===== src/cifa_pkg.sv =====
// Notes on behaviour
// - Smallest priority value among allowed requests wins
// - Reset uses slot 0; slot n vectors 8n
// - Ext3 and routed watchdog share slot 11
// - OS tick D0/26, data log C8/25
// - Serial0 receive 28/7, transmit 88/8
// - DMA1 48/13, bus fault C0/2
// - Enable bit required to service a request
// - Flag bit stays set until serviced, written with one, or soft reset
// - Debug enables matter only when halted real-time
// - Halted real-time: need debug and normal enable
// - Hardware reset clears flags and all enables
// - Soft reset clears flags, keeps enables
// - Bank0 layout bits 15..9 and 7..2, bits 8 and 1:0 read zero
// - Bank1 layout bits 10..0, 15:11 read zero
// - Vector fetch pulses acknowledge, clears flag
// - Masked source never acknowledged
// - Pins: two falling-edge flops, 1-0-0-0 detect
// - Acknowledge low exactly one clock
package cifa_pkg;
	localparam logic [5:0] OFS_FLAG0    = 6'h00;
	localparam logic [5:0] OFS_EN0      = 6'h04;
	localparam logic [5:0] OFS_DBGFLAG0 = 6'h08;
	localparam logic [5:0] OFS_DBGEN0   = 6'h0C;
	localparam logic [5:0] OFS_FLAG1    = 6'h10;
	localparam logic [5:0] OFS_EN1      = 6'h14;
	localparam logic [5:0] OFS_DBGEN1   = 6'h18;
	localparam logic [5:0] OFS_CTRL     = 6'h1C;
	localparam logic [5:0] OFS_STATUS   = 6'h20;
	localparam logic [15:0] RST_REG16   = 16'h0000;
	localparam int CTRL_ROUTE_BIT       = 0;
	// Bank1 in bits 31:16, bank0 in bits 15:0
	localparam logic [31:0] SRC_VALID   = 32'h07FF_FEFC;
	// Pin positions of external requests 0..4 in the joined flag word
	localparam int PIN_POS [5] = '{2, 16, 3, 11, 19};
	localparam int WDOG_POS             = 11;
	localparam logic [7:0] RESET_VECTOR = 8'h00;
	localparam logic [4:0] RESET_PRIO   = 5'h00;
	// Trap slot per flag bit, index 31 first
	localparam logic [31:0][4:0] SRC_SLOT = {
		5'h00, 5'h00, 5'h00, 5'h00, 5'h00, 5'h1A, 5'h19, 5'h18,
		5'h17, 5'h16, 5'h15, 5'h14, 5'h13, 5'h12, 5'h11, 5'h10,
		5'h0F, 5'h0E, 5'h0D, 5'h0C, 5'h0B, 5'h0A, 5'h09, 5'h00,
		5'h07, 5'h06, 5'h05, 5'h04, 5'h03, 5'h02, 5'h00, 5'h00};
	localparam logic [31:0][4:0] SRC_PRIO = {
		5'h1F, 5'h1F, 5'h1F, 5'h1F, 5'h1F, 5'h1A, 5'h19, 5'h02,
		5'h18, 5'h17, 5'h14, 5'h13, 5'h10, 5'h0C, 5'h08, 5'h04,
		5'h16, 5'h15, 5'h12, 5'h11, 5'h0F, 5'h0E, 5'h0D, 5'h1F,
		5'h0A, 5'h09, 5'h07, 5'h06, 5'h05, 5'h03, 5'h1F, 5'h1F};
	typedef struct packed {
		logic       pending;
		logic [7:0] vector;
		logic [4:0] prio;
	} cifa_sel_s;
endpackage


===== src/cifa_top.sv =====
`timescale 1ns/1ps
module cifa_top
	import cifa_pkg::*;
(
	input  wire logic        clock,
	input  wire logic        nrst,
	input  wire logic        wb_cyc_i,
	input  wire logic        wb_stb_i,
	input  wire logic        wb_we_i,
	input  wire logic [5:0]  wb_adr_i,
	input  wire logic [3:0]  wb_sel_i,
	input  wire logic [31:0] wb_dat_i,
	output logic      [31:0] wb_dat_o,
	output logic             wb_ack_o,
	input  wire logic [4:0]  ext_pin,
	input  wire logic [31:0] periph_req,
	input  wire logic        watchdog_request,
	input  wire logic        core_rt_halted,
	input  wire logic        core_soft_reset,
	input  wire logic        core_vector_fetch,
	output cifa_sel_s        irq_sel,
	output logic             irq_acknowledge_out_n
);
	logic [31:0] flag_r;
	logic [31:0] flag_nxt;
	logic [31:0] ien_r;
	logic [31:0] dbien_r;
	logic        route_r;
	logic        reset_pend_r;
	logic [4:0]  sel_idx_r;
	logic        sel_reset_r;
	logic        ack_r;
	logic        ack_n_r;
	logic [31:0] dat_r;
	cifa_sel_s   sel_r;
	logic [4:0]  pin_s0_r;
	logic [4:0]  pin_s1_r;
	logic [4:0]  pin_h0_r;
	logic [4:0]  pin_h1_r;
	logic [4:0]  pin_h2_r;
	logic [4:0]  pin_det_r;
	logic [31:0] set_src;
	logic [31:0] clr_src;
	logic [31:0] eligible;
	logic [31:0] wmask;
	logic        wr_hit;
	logic        fetch_ok;
	logic        best_any;
	logic [4:0]  best_idx;
	logic [4:0]  best_prio;

	// External pins sampled on the falling edge, then pattern match
	genvar g;
	generate
		for (g = 0; g < 5; g++) begin : g_pin
			always_ff @(negedge clock) begin
				if (!nrst) begin
					pin_s0_r[g]  <= 1'b1;
					pin_s1_r[g]  <= 1'b1;
					pin_h0_r[g]  <= 1'b1;
					pin_h1_r[g]  <= 1'b1;
					pin_h2_r[g]  <= 1'b1;
					pin_det_r[g] <= 1'b0;
				end else begin
					pin_s0_r[g]  <= ext_pin[g];
					pin_s1_r[g]  <= pin_s0_r[g];
					pin_h0_r[g]  <= pin_s1_r[g];
					pin_h1_r[g]  <= pin_h0_r[g];
					pin_h2_r[g]  <= pin_h1_r[g];
					pin_det_r[g] <= pin_h2_r[g] & ~pin_h1_r[g] & ~pin_h0_r[g]
						& ~pin_s1_r[g];
				end
			end
		end
	endgenerate

	always_comb begin
		set_src = periph_req;
		for (int i = 0; i < 5; i++) begin
			set_src[PIN_POS[i]] = pin_det_r[i];
		end
		set_src[WDOG_POS] = pin_det_r[3] | (watchdog_request & route_r);
		set_src = set_src & SRC_VALID;
	end

	// Byte-lane write mask for the 16-bit registers
	assign wmask  = {16'h0000, {8{wb_sel_i[1]}}, {8{wb_sel_i[0]}}};
	assign wr_hit = wb_cyc_i & wb_stb_i & wb_we_i & ack_r;
	assign fetch_ok = core_vector_fetch & sel_r.pending;

	always_comb begin
		clr_src = 32'h0000_0000;
		if (fetch_ok && !sel_reset_r) begin
			clr_src[sel_idx_r] = 1'b1;
		end
		if (wr_hit && wb_adr_i == OFS_FLAG0) begin
			clr_src[15:0] = clr_src[15:0] | (wb_dat_i[15:0] & wmask[15:0]);
		end
		if (wr_hit && wb_adr_i == OFS_FLAG1) begin
			clr_src[31:16] = clr_src[31:16] | (wb_dat_i[15:0] & wmask[15:0]);
		end
		if (core_soft_reset) begin
			clr_src = 32'hFFFF_FFFF;
		end
		flag_nxt = ((flag_r & ~clr_src) | set_src) & SRC_VALID;
	end

	always_ff @(posedge clock) begin
		if (!nrst) begin
			flag_r <= {RST_REG16, RST_REG16};
		end else begin
			flag_r <= flag_nxt;
		end
	end

	// Enables survive the soft reset
	always_ff @(posedge clock) begin
		if (!nrst) begin
			ien_r   <= {RST_REG16, RST_REG16};
			dbien_r <= {RST_REG16, RST_REG16};
			route_r <= 1'b0;
		end else if (wr_hit) begin
			unique case (wb_adr_i)
				OFS_EN0:    ien_r[15:0] <= ((ien_r[15:0] & ~wmask[15:0])
					| (wb_dat_i[15:0] & wmask[15:0])) & SRC_VALID[15:0];
				OFS_EN1:    ien_r[31:16] <= ((ien_r[31:16] & ~wmask[15:0])
					| (wb_dat_i[15:0] & wmask[15:0])) & SRC_VALID[31:16];
				OFS_DBGEN0: dbien_r[15:0] <= ((dbien_r[15:0] & ~wmask[15:0])
					| (wb_dat_i[15:0] & wmask[15:0])) & SRC_VALID[15:0];
				OFS_DBGEN1: dbien_r[31:16] <= ((dbien_r[31:16] & ~wmask[15:0])
					| (wb_dat_i[15:0] & wmask[15:0])) & SRC_VALID[31:16];
				OFS_CTRL: begin
					if (wb_sel_i[0]) begin
						route_r <= wb_dat_i[CTRL_ROUTE_BIT];
					end
				end
				default: begin
				end
			endcase
		end
	end

	// Debug enables gate only while the core is halted in real-time mode
	assign eligible = flag_r & ien_r
		& (core_rt_halted ? dbien_r : 32'hFFFF_FFFF);

	always_comb begin
		best_any  = 1'b0;
		best_idx  = 5'h00;
		best_prio = 5'h1F;
		for (int i = 0; i < 32; i++) begin
			if (eligible[i] && (!best_any || SRC_PRIO[i] < best_prio)) begin
				best_any  = 1'b1;
				best_idx  = 5'(i);
				best_prio = SRC_PRIO[i];
			end
		end
	end

	// Reset takes slot 0 until the core fetches it
	always_ff @(posedge clock) begin
		if (!nrst) begin
			reset_pend_r <= 1'b1;
		end else if (core_soft_reset) begin
			reset_pend_r <= 1'b1;
		end else if (fetch_ok && sel_reset_r) begin
			reset_pend_r <= 1'b0;
		end
	end

	always_ff @(posedge clock) begin
		if (!nrst) begin
			sel_r       <= '{pending: 1'b0, vector: RESET_VECTOR, prio: RESET_PRIO};
			sel_idx_r   <= 5'h00;
			sel_reset_r <= 1'b0;
		end else if (reset_pend_r && !(fetch_ok && sel_reset_r)) begin
			sel_r       <= '{pending: 1'b1, vector: RESET_VECTOR, prio: RESET_PRIO};
			sel_idx_r   <= 5'h00;
			sel_reset_r <= 1'b1;
		end else if (fetch_ok) begin
			// Hold off one cycle so a stale choice is never fetched twice
			sel_r.pending <= 1'b0;
			sel_reset_r   <= 1'b0;
		end else begin
			sel_r.pending <= best_any;
			sel_r.vector  <= {SRC_SLOT[best_idx], 3'b000};
			sel_r.prio    <= best_prio;
			sel_idx_r     <= best_idx;
			sel_reset_r   <= 1'b0;
		end
	end

	always_ff @(posedge clock) begin
		if (!nrst) begin
			ack_n_r <= 1'b1;
		end else begin
			ack_n_r <= ~fetch_ok;
		end
	end

	// Wishbone slave: ack one cycle after the request, single beat
	always_ff @(posedge clock) begin
		if (!nrst) begin
			ack_r <= 1'b0;
			dat_r <= 32'h0000_0000;
		end else begin
			ack_r <= wb_cyc_i & wb_stb_i & ~ack_r;
			if (wb_cyc_i && wb_stb_i && !ack_r) begin
				unique case (wb_adr_i)
					OFS_FLAG0:    dat_r <= {16'h0000, flag_r[15:0]};
					OFS_EN0:      dat_r <= {16'h0000, ien_r[15:0]};
					OFS_DBGFLAG0: dat_r <= {16'h0000, flag_r[15:0] & dbien_r[15:0]};
					OFS_DBGEN0:   dat_r <= {16'h0000, dbien_r[15:0]};
					OFS_FLAG1:    dat_r <= {16'h0000, flag_r[31:16]};
					OFS_EN1:      dat_r <= {16'h0000, ien_r[31:16]};
					OFS_DBGEN1:   dat_r <= {16'h0000, dbien_r[31:16]};
					OFS_CTRL:     dat_r <= {31'h0000_0000, route_r};
					OFS_STATUS:   dat_r <= {16'h0000, 3'b000, sel_r.prio,
						sel_idx_r, reset_pend_r, core_rt_halted, sel_r.pending};
					default:      dat_r <= 32'h0000_0000;
				endcase
			end
		end
	end

	assign wb_ack_o              = ack_r;
	assign wb_dat_o              = dat_r;
	assign irq_sel               = sel_r;
	assign irq_acknowledge_out_n = ack_n_r;
endmodule


===== config.mk =====
export PLATFORM = sky130hd
export DESIGN_NAME = cifa_top
export DESIGN_NICKNAME = d
export VERILOG_FILES = /design/src/cifa_pkg.sv /design/src/cifa_top.sv
export SDC_FILE = /design/constraint.sdc
export NUM_CORES = 1
export LEC_CHECK = 0
export BUFFER_PORTS_ARGS = -buffer_cell sky130_fd_sc_hd__buf_2
export CORE_MARGIN = 5
export CORE_UTILIZATION = 30
export CTS_BUF_LIST = sky130_fd_sc_hd__clkbuf_8
export DETAILED_ROUTE_END_ITERATION = 16
export PLACE_DENSITY_LB_ADDON = 0.1
export SYNTH_ARGS = -nofsm -noshare
export SYNTH_HDL_FRONTEND = slang
export SYNTH_SLANG_ARGS = --single-unit

===== constraint.sdc =====
create_clock -name clock -period 3.3 [get_ports clock]
set_input_delay 0.165 -clock clock [delete_from_list [all_inputs] [get_ports clock]]
set_output_delay 0.165 -clock clock [all_outputs]
set_load 0.05 [all_outputs]

==> results of run 1 <==
-- cells in the final DEF (no fill, tap or decap), drive strengths merged, types with 17 or more instances in the layout --
cell type and count:
a31oi 37, o21ai 17, nand2 101, mux2i 22, dlygate4sd3 29, nand2b 35, dfxtp 139, clkbuf 17
conb 19, buf 116, a22oi 31, inv 47, a21oi 74, nor2 85, nand3 49
-- worst max-delay path, delay by kind of cell, from the launching register on --
family	cells	cell delay, ns
AND/OR/NAND/NOR	5	1.67
AO/OA/AOI/OAI	2	0.83
flip-flops	1	0.38
-- path summary, 6_finish.rpt --
check | from | to | slack [ns]
setup reg to reg | flag_r[10]$_SDFF_PN0_ | irq_sel[1]$_SDFFE_PP0N_ | 0.37
hold / removal | nrst | irq_acknowledge_out_n$_SDFF_PN1_ | 0.02
setup / recovery | flag_r[10]$_SDFF_PN0_ | irq_sel[1]$_SDFFE_PP0N_ | 0.37
hold reg to reg | pin_h1_r[2]$_SDFF_NN1_ | pin_det_r[2]$_SDFF_NN0_ | 0.40
-- routing by layer --
| metal | up-vias | GRT usage [%] |
|---|---|---|
| met3 | 60 | 4.32 |
| li1 | 3293 | - |
| met5 | - | 0 |
| met2 | 327 | 32.7 |
| met4 | 0 | 8.88 |
| met1 | 3366 | 28.3 |
-- kinds of logic (layout without fill, tap and decap cells) --
kind of cell | count (synthesis) | count (layout) | share of synthesized area, %
compound gates | 239 | 239 | 24.0
flops | 139 | 139 | 41.6
other cells | 1 | 19 | 0.0560
mux | 22 | 22 | 3.29
buf+inv | 74 | 214 | 5.46
simple gates | 349 | 349 | 25.6
-- power groups by stage --
| stage | registers (mW) | clock network (mW) | logic, mW |
|---|---|---|---|
| after global placement | 1.78 | 0.0574 | 0.296 |
| after CTS | 1.74 | 1.81 | 0.322 |
| after detailed placement | 1.78 | 0.0574 | 0.295 |
| after global routing | 1.74 | 1.91 | 0.349 |
| final | 1.74 | 1.76 | 0.325 |
| after floorplan | 1.78 | 0.0574 | 0.178 |
-- stage by stage --
step	hold WS, ns	setup slack, ns	cell area, um2	instances	util (%)
final	0.0250	0.374	8340	1262	38.1
after global routing	0.00698	0.240	8340	1262	38.1
after CTS	0.00157	0.410	8340	1262	38.1
after detailed placement	0.377	0.268	7470	1172	34.1
after global placement	0.372	0.290	7470	1172	34.1
after floorplan	0.283	0.677	6760	842	-
-- final cells by class --
cell class	instances	area [um2]	area share, %
sequential	139	2780	33.4
clock inverter	45	349	4.19
inverter	7	26.3	0.315
multi-input combinational	629	3630	43.6
timing repair buffer	145	961	11.5
tap	280	350	4.20
clock buffer	17	234	2.81
==> reports/metrics.yaml, run 1 <==
wl_met3_mm: 1.87
core_mm2: 0.0219
gp_congestion: 0.988
peakVddDrop_mv: 0.261
cts_tree: "yes"
fin_skew_ns: 0.0188
slew_viol_final: 0
synth.top_cell.area_share_pct: 41.6
syn_area_mm2: 0.00669
synthTopCellsByCount: "139 x dfxtp_1, 101 x nand2_1, 85 x nor2_1"
n_fill_cell: 2347
clk_latency_ns: 0.49
total_power_mw: 3.82
cts_setup_buffers: 0
yosysMostFrequentCell: "dfxtp_1"
cts_made_buffers: 17
fp.dieArea_mm2: 0.0254
swShare_pct: 34.6
syn_avg_cell_area_um2: 8.12
post-route-period-util_pct: 88.7
wl_met2_mm: 12.5
ios: 136
clockBufferDepth: 2
cts_hold_buf: 29
grt_pass1_vias: 6691
clkTransAtPathRegs_ns: 0.11
synth_area_leaders: "dfxtp_1 42%, nand2_1 5.7%, a21oi_1 5.5%"
setup_viol: 0
slowest_stage: "or4_4"
ys_seq_area_share_pct: 41.6
crit_fanout: 8
finalHoldViolCount: 0
yosysTopAreaCell: "dfxtp_1"
initial_core_util_pct: 30.6
crit_type: "reg2reg"
drc_errors: 0
detailroute.via_count: 7046
met1_length_mm: 12.1
max_slew.worst_pin.slew_ns: 0.795
diodes: 0
cap_viol_max_count: 0
drive_above_1_share_pct: 16.2
die_width_um: 159
whs_path_depth: 2
grt_setup_unrepaired: "false"
synthDistinctLibCells: 67
portBuffers: 85
pwr-share-clk_pct: 45.9
top_layer_used: "met4"
grt_max_degree: 40
cts.sink_count: 139
hold_path.class: "in2reg"
crit_path_start_kind: "flop"
num_rows: 54
detail_route.wl_per_cell_um: 21.7
cp.required_ns: 3.73
fmax_ghz: 0.342
max_stage_delay_ns: 0.57
dp_hpwl_mm: 20.5
tns_ns: 0
ys_warn_count: 0
dr.pass1.iters: 7
p_sw_mw: 1.32
grt_overflow: 0
ant_nets: 0
setup.worst_path.end_class: "flop"
cellInternalPower_mw: 2.50
fin_nets: 1057
drt_wl_total_mm: 27.4
grt_pass1_wl_mm: 41.1
syn2layout_area_growth_pct: 24.6
dr.first_iter.drc_count: 750
grtUsageTotal_pct: 21.0
period_minus_slack_ns: 2.93
via_per_inst: 5.58
crit_chain: "and2_1 > a222oi_1 > nand4_2 > or3_1 > or4_4 > a311o_1 > nor2_1"
powerDensity_mw_per_mm2: 459
fp.dieH_um: 159
p_comb_share_pct: 8.5
seq_power_share_pct: 45.6
cp_data_arrival_time_ns: 3.35
syn_inst: 824
ys.flop_type: "dfxtp_1"
reg2reg_depth: 7
relSlewSlack_pct: 46.7
synthArstFlopShare_pct: 0
power.leakage_nw: 3.38
htreeDepth: 4
root_buffer: "clkbuf_8"
synth_edf_count: 0
ys_ff_latch: 139
antenna_found_initial: 0
status: "finished, final reports clean"
cts_resized: 0
Note: power is estimated with default switching activity, not from simulation.
==> run 2, diff against run 1 <==
- CELL_PAD_IN_SITES_DETAIL_PLACEMENT: unset -> 2
- CELL_PAD_IN_SITES_GLOBAL_PLACEMENT: unset -> 2
==> run 2 against run 1 <==
- register-to-register slack improved by 0.16 ns
- flip-flop and latch count did not move
- critical path depth rose by 1
- non-clock buffer count rose by 1
- clock power fell by 9%
- critical path type unchanged
- largest cell class unchanged
==> reports/metrics.yaml, run 2 (synthesized netlist as in run 1, its figures left out) <==
status: "finished, final reports clean"
grt_pass1_wl_mm: 47.2  # +15%
startpoint: "flag_r[10]$_SDFF_PN0_"
seq_power_share_pct: 47.4  # +1.8 points
fmax_ghz: 0.361  # +5.7%
slowest_stage: "or4_4"
portBuffers: 85  # unchanged
slew_viol_final: 0  # unchanged
ant_nets: 0  # unchanged
grt_max_degree: 56  # +40%
layout.cells.non_filler: 1263  # +0.079%
finalHoldViolCount: 0  # unchanged
dr.pass1.iters: 8  # +1
clkTransAtPathRegs_ns: 0.10  # about the same
cts_tree: "yes"
grt_overflow: 0  # unchanged
crit_path_start_kind: "flop"
p_comb_share_pct: 8.7  # +0.2 points
detailroute.via_count: 7276  # +3.3%
fin_skew_ns: 0.0201  # +0.00133 ns
detail_route.wl_per_cell_um: 24.9  # +15%
crit_chain: "and2_1 > a222oi_1 > buf_4 > nand4_2 > or3_1 > or4_4 > a311o_1 > nor2_1"
total_power_mw: 3.68  # -3.7%
dr.first_iter.drc_count: 543  # -28%
max_stage_delay_ns: 0.56  # about the same
root_buffer: "clkbuf_8"
tns_ns: 0  # unchanged
grtUsageTotal_pct: 24.0  # +3.1 points
fp.dieH_um: 159  # unchanged
pwr-share-clk_pct: 43.9  # -2.0 points
drc_errors: 0  # unchanged
layout_common_cells: "139 x dfxtp_1, 101 x nand2_1, 85 x nor2_1, 85 x buf_2, 74 x a21oi_1"
hold_path.class: "in2reg"
crit_fanout: 6  # -2
num_rows: 54  # unchanged
power.leakage_nw: 3.36  # -0.38%
cap_viol_max_count: 0  # unchanged
relSlewSlack_pct: 30.6  # -16 points
ios: 136  # unchanged
cts_made_buffers: 17  # unchanged
setup.worst_path.end_class: "flop"
cts_setup_buffers: 0  # unchanged
dp_cells: 1172  # unchanged
via_per_inst: 5.76  # +3.2%
cp_data_arrival_time_ns: 3.17  # -0.18 ns
post-place-ws_ns: 0.390  # +0.122 ns
mostFrequentLayoutCell: "dfxtp_1"
clockBufferDepth: 2  # unchanged
cellInternalPower_mw: 2.44  # -2.2%
die_width_um: 159  # unchanged
peakVddDrop_mv: 0.202  # -22%
htreeDepth: 4  # unchanged
worst-path-buf-inv: 1  # +1
fp.dieArea_mm2: 0.0254  # unchanged
gp_congestion: 0.946  # -4.2%
grt_setup_unrepaired: "false"
critPathTopFamily: "simple AND/OR/NAND/NOR gates"
setup_viol: 0  # unchanged
min-delay-start: "watchdog_request"
r2r-start: "flag_r[10]$_SDFF_PN0_"
drive_above_1_share_pct: 16.2  # -0.016 points
p_sw_mw: 1.24  # -6.6%
initial_core_util_pct: 30.6  # unchanged
dp_hpwl_mm: 23.7  # +16%
max_slew.worst_pin.slew_ns: 1.03  # +0.239 ns
cp.required_ns: 3.70  # -0.03 ns
syn2layout_area_growth_pct: 24.0
period_minus_slack_ns: 2.77  # -0.159 ns
cts.sink_count: 139  # unchanged
powerDensity_mw_per_mm2: 444  # -3.3%
clk_latency_ns: 0.48  # about the same
crit_type: "reg2reg"
grt_pass1_vias: 7651  # +14%
post-route-period-util_pct: 83.9  # -4.8 points
drt_wl_total_mm: 31.4  # +15%
fin_nets: 1058  # +0.095%
antenna_found_initial: 1  # +1
core_mm2: 0.0219  # unchanged
worst_hold_slack_ns: 0.0263  # +0.00139 ns
finalWorstSetupSlack_ns: 0.532  # +0.159 ns
diodes: 0  # unchanged
swShare_pct: 33.6  # -1.0 points
[run 2: power groups by stage]
stage	Combinational (mW)	Sequential, mW	Clock (mW)
2_1_floorplan	0.178	1.78	0.0574
3_3_place_gp	0.281	1.78	0.0574
3_5_place_dp	0.290	1.78	0.0574
4_1_cts	0.320	1.74	1.66
5_1_grt	0.344	1.75	1.74
6_report	0.322	1.74	1.61
[run 2: final cells by class]
| class | count | area, um2 |
|---|---|---|
| Inverter | 7 | 26.3 |
| Tap cell | 280 | 350 |
| Multi-Input combinational cell | 629 | 3630 |
| Sequential cell | 139 | 2780 |
| Clock inverter | 45 | 299 |
| Clock buffer | 17 | 234 |
| Timing Repair Buffer | 146 | 971 |
| Fill cell | 2539 | 13600 |
[run 2: through the flow]
stage	util, %	area [um2]
final	37.9	8300
after global routing	37.9	8300
after CTS	37.9	8300
after detailed placement	34.1	7470
after global placement	34.1	7470
after floorplan	-	6760
[run 2: path summary, 6_finish.rpt]
check                            end  depth (start not counted)  slack (ns)
min reg2reg   pin_s1_r[0]$_SDFF_NN1_                          1        0.40
max reg2reg  irq_sel[1]$_SDFFE_PP0N_                          8        0.53
max          irq_sel[1]$_SDFFE_PP0N_                          8        0.53
min            flag_r[11]$_SDFF_PN0_                          3        0.03
[run 2: repair_timing]
| item | CTS | global route |
|---|---|---|
| hold endpoints to repair | 44 | 0 |
| resized for setup | 0 | 0 |
| hold buffers | 30 | 0 |
[run 2: worst reg2reg max path, cell delays in order (launching register included)]
cell	delay [ns]
dfxtp_1	0.40
and2_1	0.22
a222oi_1	0.32
buf_4	0.20
nand4_2	0.16
or3_1	0.43
or4_4	0.56
a311o_1	0.33
nor2_1	0.08
[run 2: routing by layer]
layer / wire (um) / part of all wire [%] / GRT usage (%) / vias up
met2: 14300 / 46 / 37.8 / 275
met1: 13900 / 44 / 32.4 / 3670
met5: 0 / 0 / 0 / -
met3: 2350 / 7.5 / 6.16 / 43
li1: - / - / - / 3288
met4: 820 / 2.6 / 7.41 / 0
==> run 3, diff against run 2 <==
- ABC_AREA: unset -> 1
- clock period: 3.3 -> 2.7 ns (I/O delays scaled with it)
==> run 3 against run 2 <==
- combinational power is 23% higher
- global-route usage is 0.35 points higher
- first-iteration DRC count is 38% lower
- register-to-register slack worse by 0.58 ns
- largest power group is now clock
- die area is 0.69% higher
- sequential share of layout area is 3.2 points lower
- count of clock-buffer cells in the layout stayed put
- synthesized cell count is 14% higher
- design area is 11% higher
- hold slack better by 0.0053 ns
- the flow now finishes with violations (setup timing)
==> reports/metrics.yaml, run 3 <==
grt_pass1_vias: 8287  # +8.3%
initial_core_util_pct: 30.7  # +0.13 points
yosysMostFrequentCell: "nand2_1"
syn_avg_cell_area_um2: 7.19  # -12%
peakVddDrop_mv: 0.359  # +77%
dp_hpwl_mm: 22.7  # -4.2%
cap_viol_max_count: 0  # unchanged
p_comb_share_pct: 8.3  # -0.4 points
status: "complete, but fails checks"
synthArstFlopShare_pct: 0  # unchanged
diodes: 0  # unchanged
cp.required_ns: 3.13  # -0.57 ns
cts_made_buffers: 17  # unchanged
slew_viol_final: 0  # unchanged
layout_common_cells: "168 x nand2_1, 145 x inv_1, 130 x dfxtp_1, 109 x a21oi_1, 105 x buf_4"
detailroute.via_count: 7583  # +4.2%
grt_pass1_wl_mm: 48.4  # +2.5%
num_rows: 54  # unchanged
cellInternalPower_mw: 3.08  # +26%
drt_wl_total_mm: 31.4  # -0.11%
finalHoldViolCount: 0  # unchanged
synthDistinctLibCells: 47  # -30%
ys_warn_count: 0  # unchanged
dpl-instance-area_mm2: 0.00801  # +7.2%
crit_fanout: 4  # -2
ys_ff_latch: 139  # unchanged
drc_errors: 0  # unchanged
clockBufferDepth: 2  # unchanged
root_buffer: "clkbuf_8"
drive_above_1_share_pct: 26.8  # +11 points
htreeDepth: 4  # unchanged
fin_util_pct: 41.9  # +4.0 points
syn2layout_area_growth_pct: 36.4
die_width_um: 160  # +0.34%
core_mm2: 0.0220  # +0.31%
period_minus_slack_ns: 2.75  # -0.0226 ns
cp_data_arrival_time_ns: 3.17  # about the same
fp.dieH_um: 160  # +0.34%
reg2reg_depth: 21  # +13
synth_area_leaders: "dfxtp_1 41%, nand2_1 10%, a21oi_1 8.3%"
ant_nets: 0  # unchanged
synth.top_cell.area_share_pct: 41.3  # -0.30 points
via_per_inst: 5.15  # -11%
cts.sink_count: 139  # unchanged
powerDensity_mw_per_mm2: 515  # +16%
ios: 136  # unchanged
crit_path_start_kind: "flop"
fin_skew_ns: 0.0335  # +0.0134 ns
grtUsageTotal_pct: 24.4  # +0.35 points
post-route-period-util_pct: 102  # +18 points
dr.first_iter.drc_count: 339  # -38%
clk_latency_ns: 0.51  # +0.03 ns
n_fill_cell: 2585  # +1.8%
ys.flop_type: "dfxtp_1"
cts_tree: "yes"
pwr-share-clk_pct: 47.0  # +3.1 points
grt_setup_unrepaired: "true"
antenna_found_initial: 0  # -1
syn_inst: 938  # +14%
violations: "setup timing"
crit_type: "reg2reg"
mostFrequentLayoutCell: "nand2_1"
relSlewSlack_pct: 36.3  # +5.6 points
power.leakage_nw: 4.09  # +22%
synth_edf_count: 0  # unchanged
syn_area_mm2: 0.00674  # +0.73%
ys_seq_area_share_pct: 41.3  # -0.30 points
grt_overflow: 0  # unchanged
setup_viol: 4  # +4
swShare_pct: 35.1  # +1.5 points
grt_max_degree: 80  # +43%
fin_nets: 1267  # +20%
gp_congestion: 0.915  # -3.3%
detail_route.wl_per_cell_um: 21.3  # -14%
portBuffers: 85  # unchanged
synthTopCellsByCount: "188 x nand2_1, 139 x dfxtp_1, 123 x inv_1"
setup.worst_path.end_class: "flop"
fp.dieArea_mm2: 0.0256  # +0.69%
whs_path_depth: 4  # +1
seq_power_share_pct: 44.7  # -2.7 points
hold_path.class: "in2reg"
design_area_mm2: 0.00920  # +11%
p_sw_mw: 1.66  # +34%
max_slew.worst_pin.slew_ns: 0.956  # -0.0780 ns
yosysTopAreaCell: "dfxtp_1"
finalWorstSetupSlack_ns: -0.0453  # -0.577 ns
dr.pass1.iters: 5  # -3
fmax_ghz: 0.364  # +0.82%
clkTransAtPathRegs_ns: 0.12  # +0.02 ns
run 3: path summary, 6_finish.rpt:
| kind | start | slack (ns) | end |
|---|---|---|---|
| worst min-delay path | wb_dat_i[6] | 0.03 | flag_r[6]$_SDFF_PN0_ |
| worst min register to register | pin_s0_r[1]$_SDFF_NN1_ | 0.40 | pin_s1_r[1]$_SDFF_NN1_ |
| worst max-delay path | flop | -0.05 | irq_sel[9]$_SDFFE_PP0N_ |
| worst max register to register | flop | -0.05 | irq_sel[9]$_SDFFE_PP0N_ |
run 3: power by group through the flow:
stage	registers (mW)	clock network (mW)	logic (mW)
after floorplan	2.17	0.0702	0.213
after global placement	2.16	0.0702	0.346
after detailed placement	2.16	0.0702	0.350
after CTS	2.12	2.29	0.392
after global routing	2.12	2.41	0.429
final	2.12	2.23	0.395
run 3: kinds of logic after synthesis:
family	share of synthesized area [%]
AND/OR/NAND/NOR	26.4
AO/OA/AOI/OAI	21.0
buffers and inverters	11.3
flip-flops	41.3
other	0.0556
run 3: worst max-delay path, stage by stage (launching register included):
cell and delay [ns]:
dfxtp_2 0.35, inv_2 0.07, nand2_2 0.05, nand2_2 0.11
nand3_4 0.09, nor2_4 0.12, nand4_4 0.09, nor2_4 0.18
nand4_4 0.13, inv_2 0.09, nand4_1 0.11, nor4_2 0.16
nand3b_1 0.16, buf_4 0.17, buf_4 0.12, nor2_2 0.11
inv_1 0.09, nand3_1 0.10, nand2_1 0.08, nand2_2 0.08
nand2_2 0.07, a21oi_1 0.14
run 3: routing by layer:
| metal | vias up | part of all wire, % | GRT usage [%] |
|---|---|---|---|
| li1 | 3598 | - | - |
| met1 | 3802 | 44 | 30.6 |
| met2 | 154 | 51 | 43.4 |
| met3 | 29 | 3.2 | 3.99 |
| met4 | 0 | 1.6 | 6.53 |
| met5 | - | 0 | 0 |
run 3: timing repair:
item,CTS,global route
pin swaps,7,5
buffers inserted,10,3
hold endpoints to repair,40,0
setup endpoints to repair,12,16
resized for setup,34,24
cloned,0,0
hold buffers,33,0
run 3: layout make-up:
class | count | area, um2 | share of cell area, %
clock buffers | 17 | 234 | 2.54
clock inverters | 45 | 362 | 3.93
inverters | 127 | 482 | 5.24
multi-input cells | 640 | 3420 | 37.2
flip-flops and latches | 139 | 2790 | 30.4
well taps | 280 | 350 | 3.81
repair buffers | 224 | 1560 | 16.9
run 3: through the flow:
step	TNS [ns]	instances	hold slack (ns)	power, mW	worst slack [ns]
finish	-0.0921	1472	0.0316	4.74	-0.0453
global route	-2.94	1472	0.0350	4.96	-0.296
CTS	0	1469	0.0130	4.80	0.000276
detailed placement	-2.78	1365	0.349	2.58	-0.264
global placement	-0.390	1365	0.344	2.57	-0.0894
floorplan	0	956	0.253	2.45	0.240
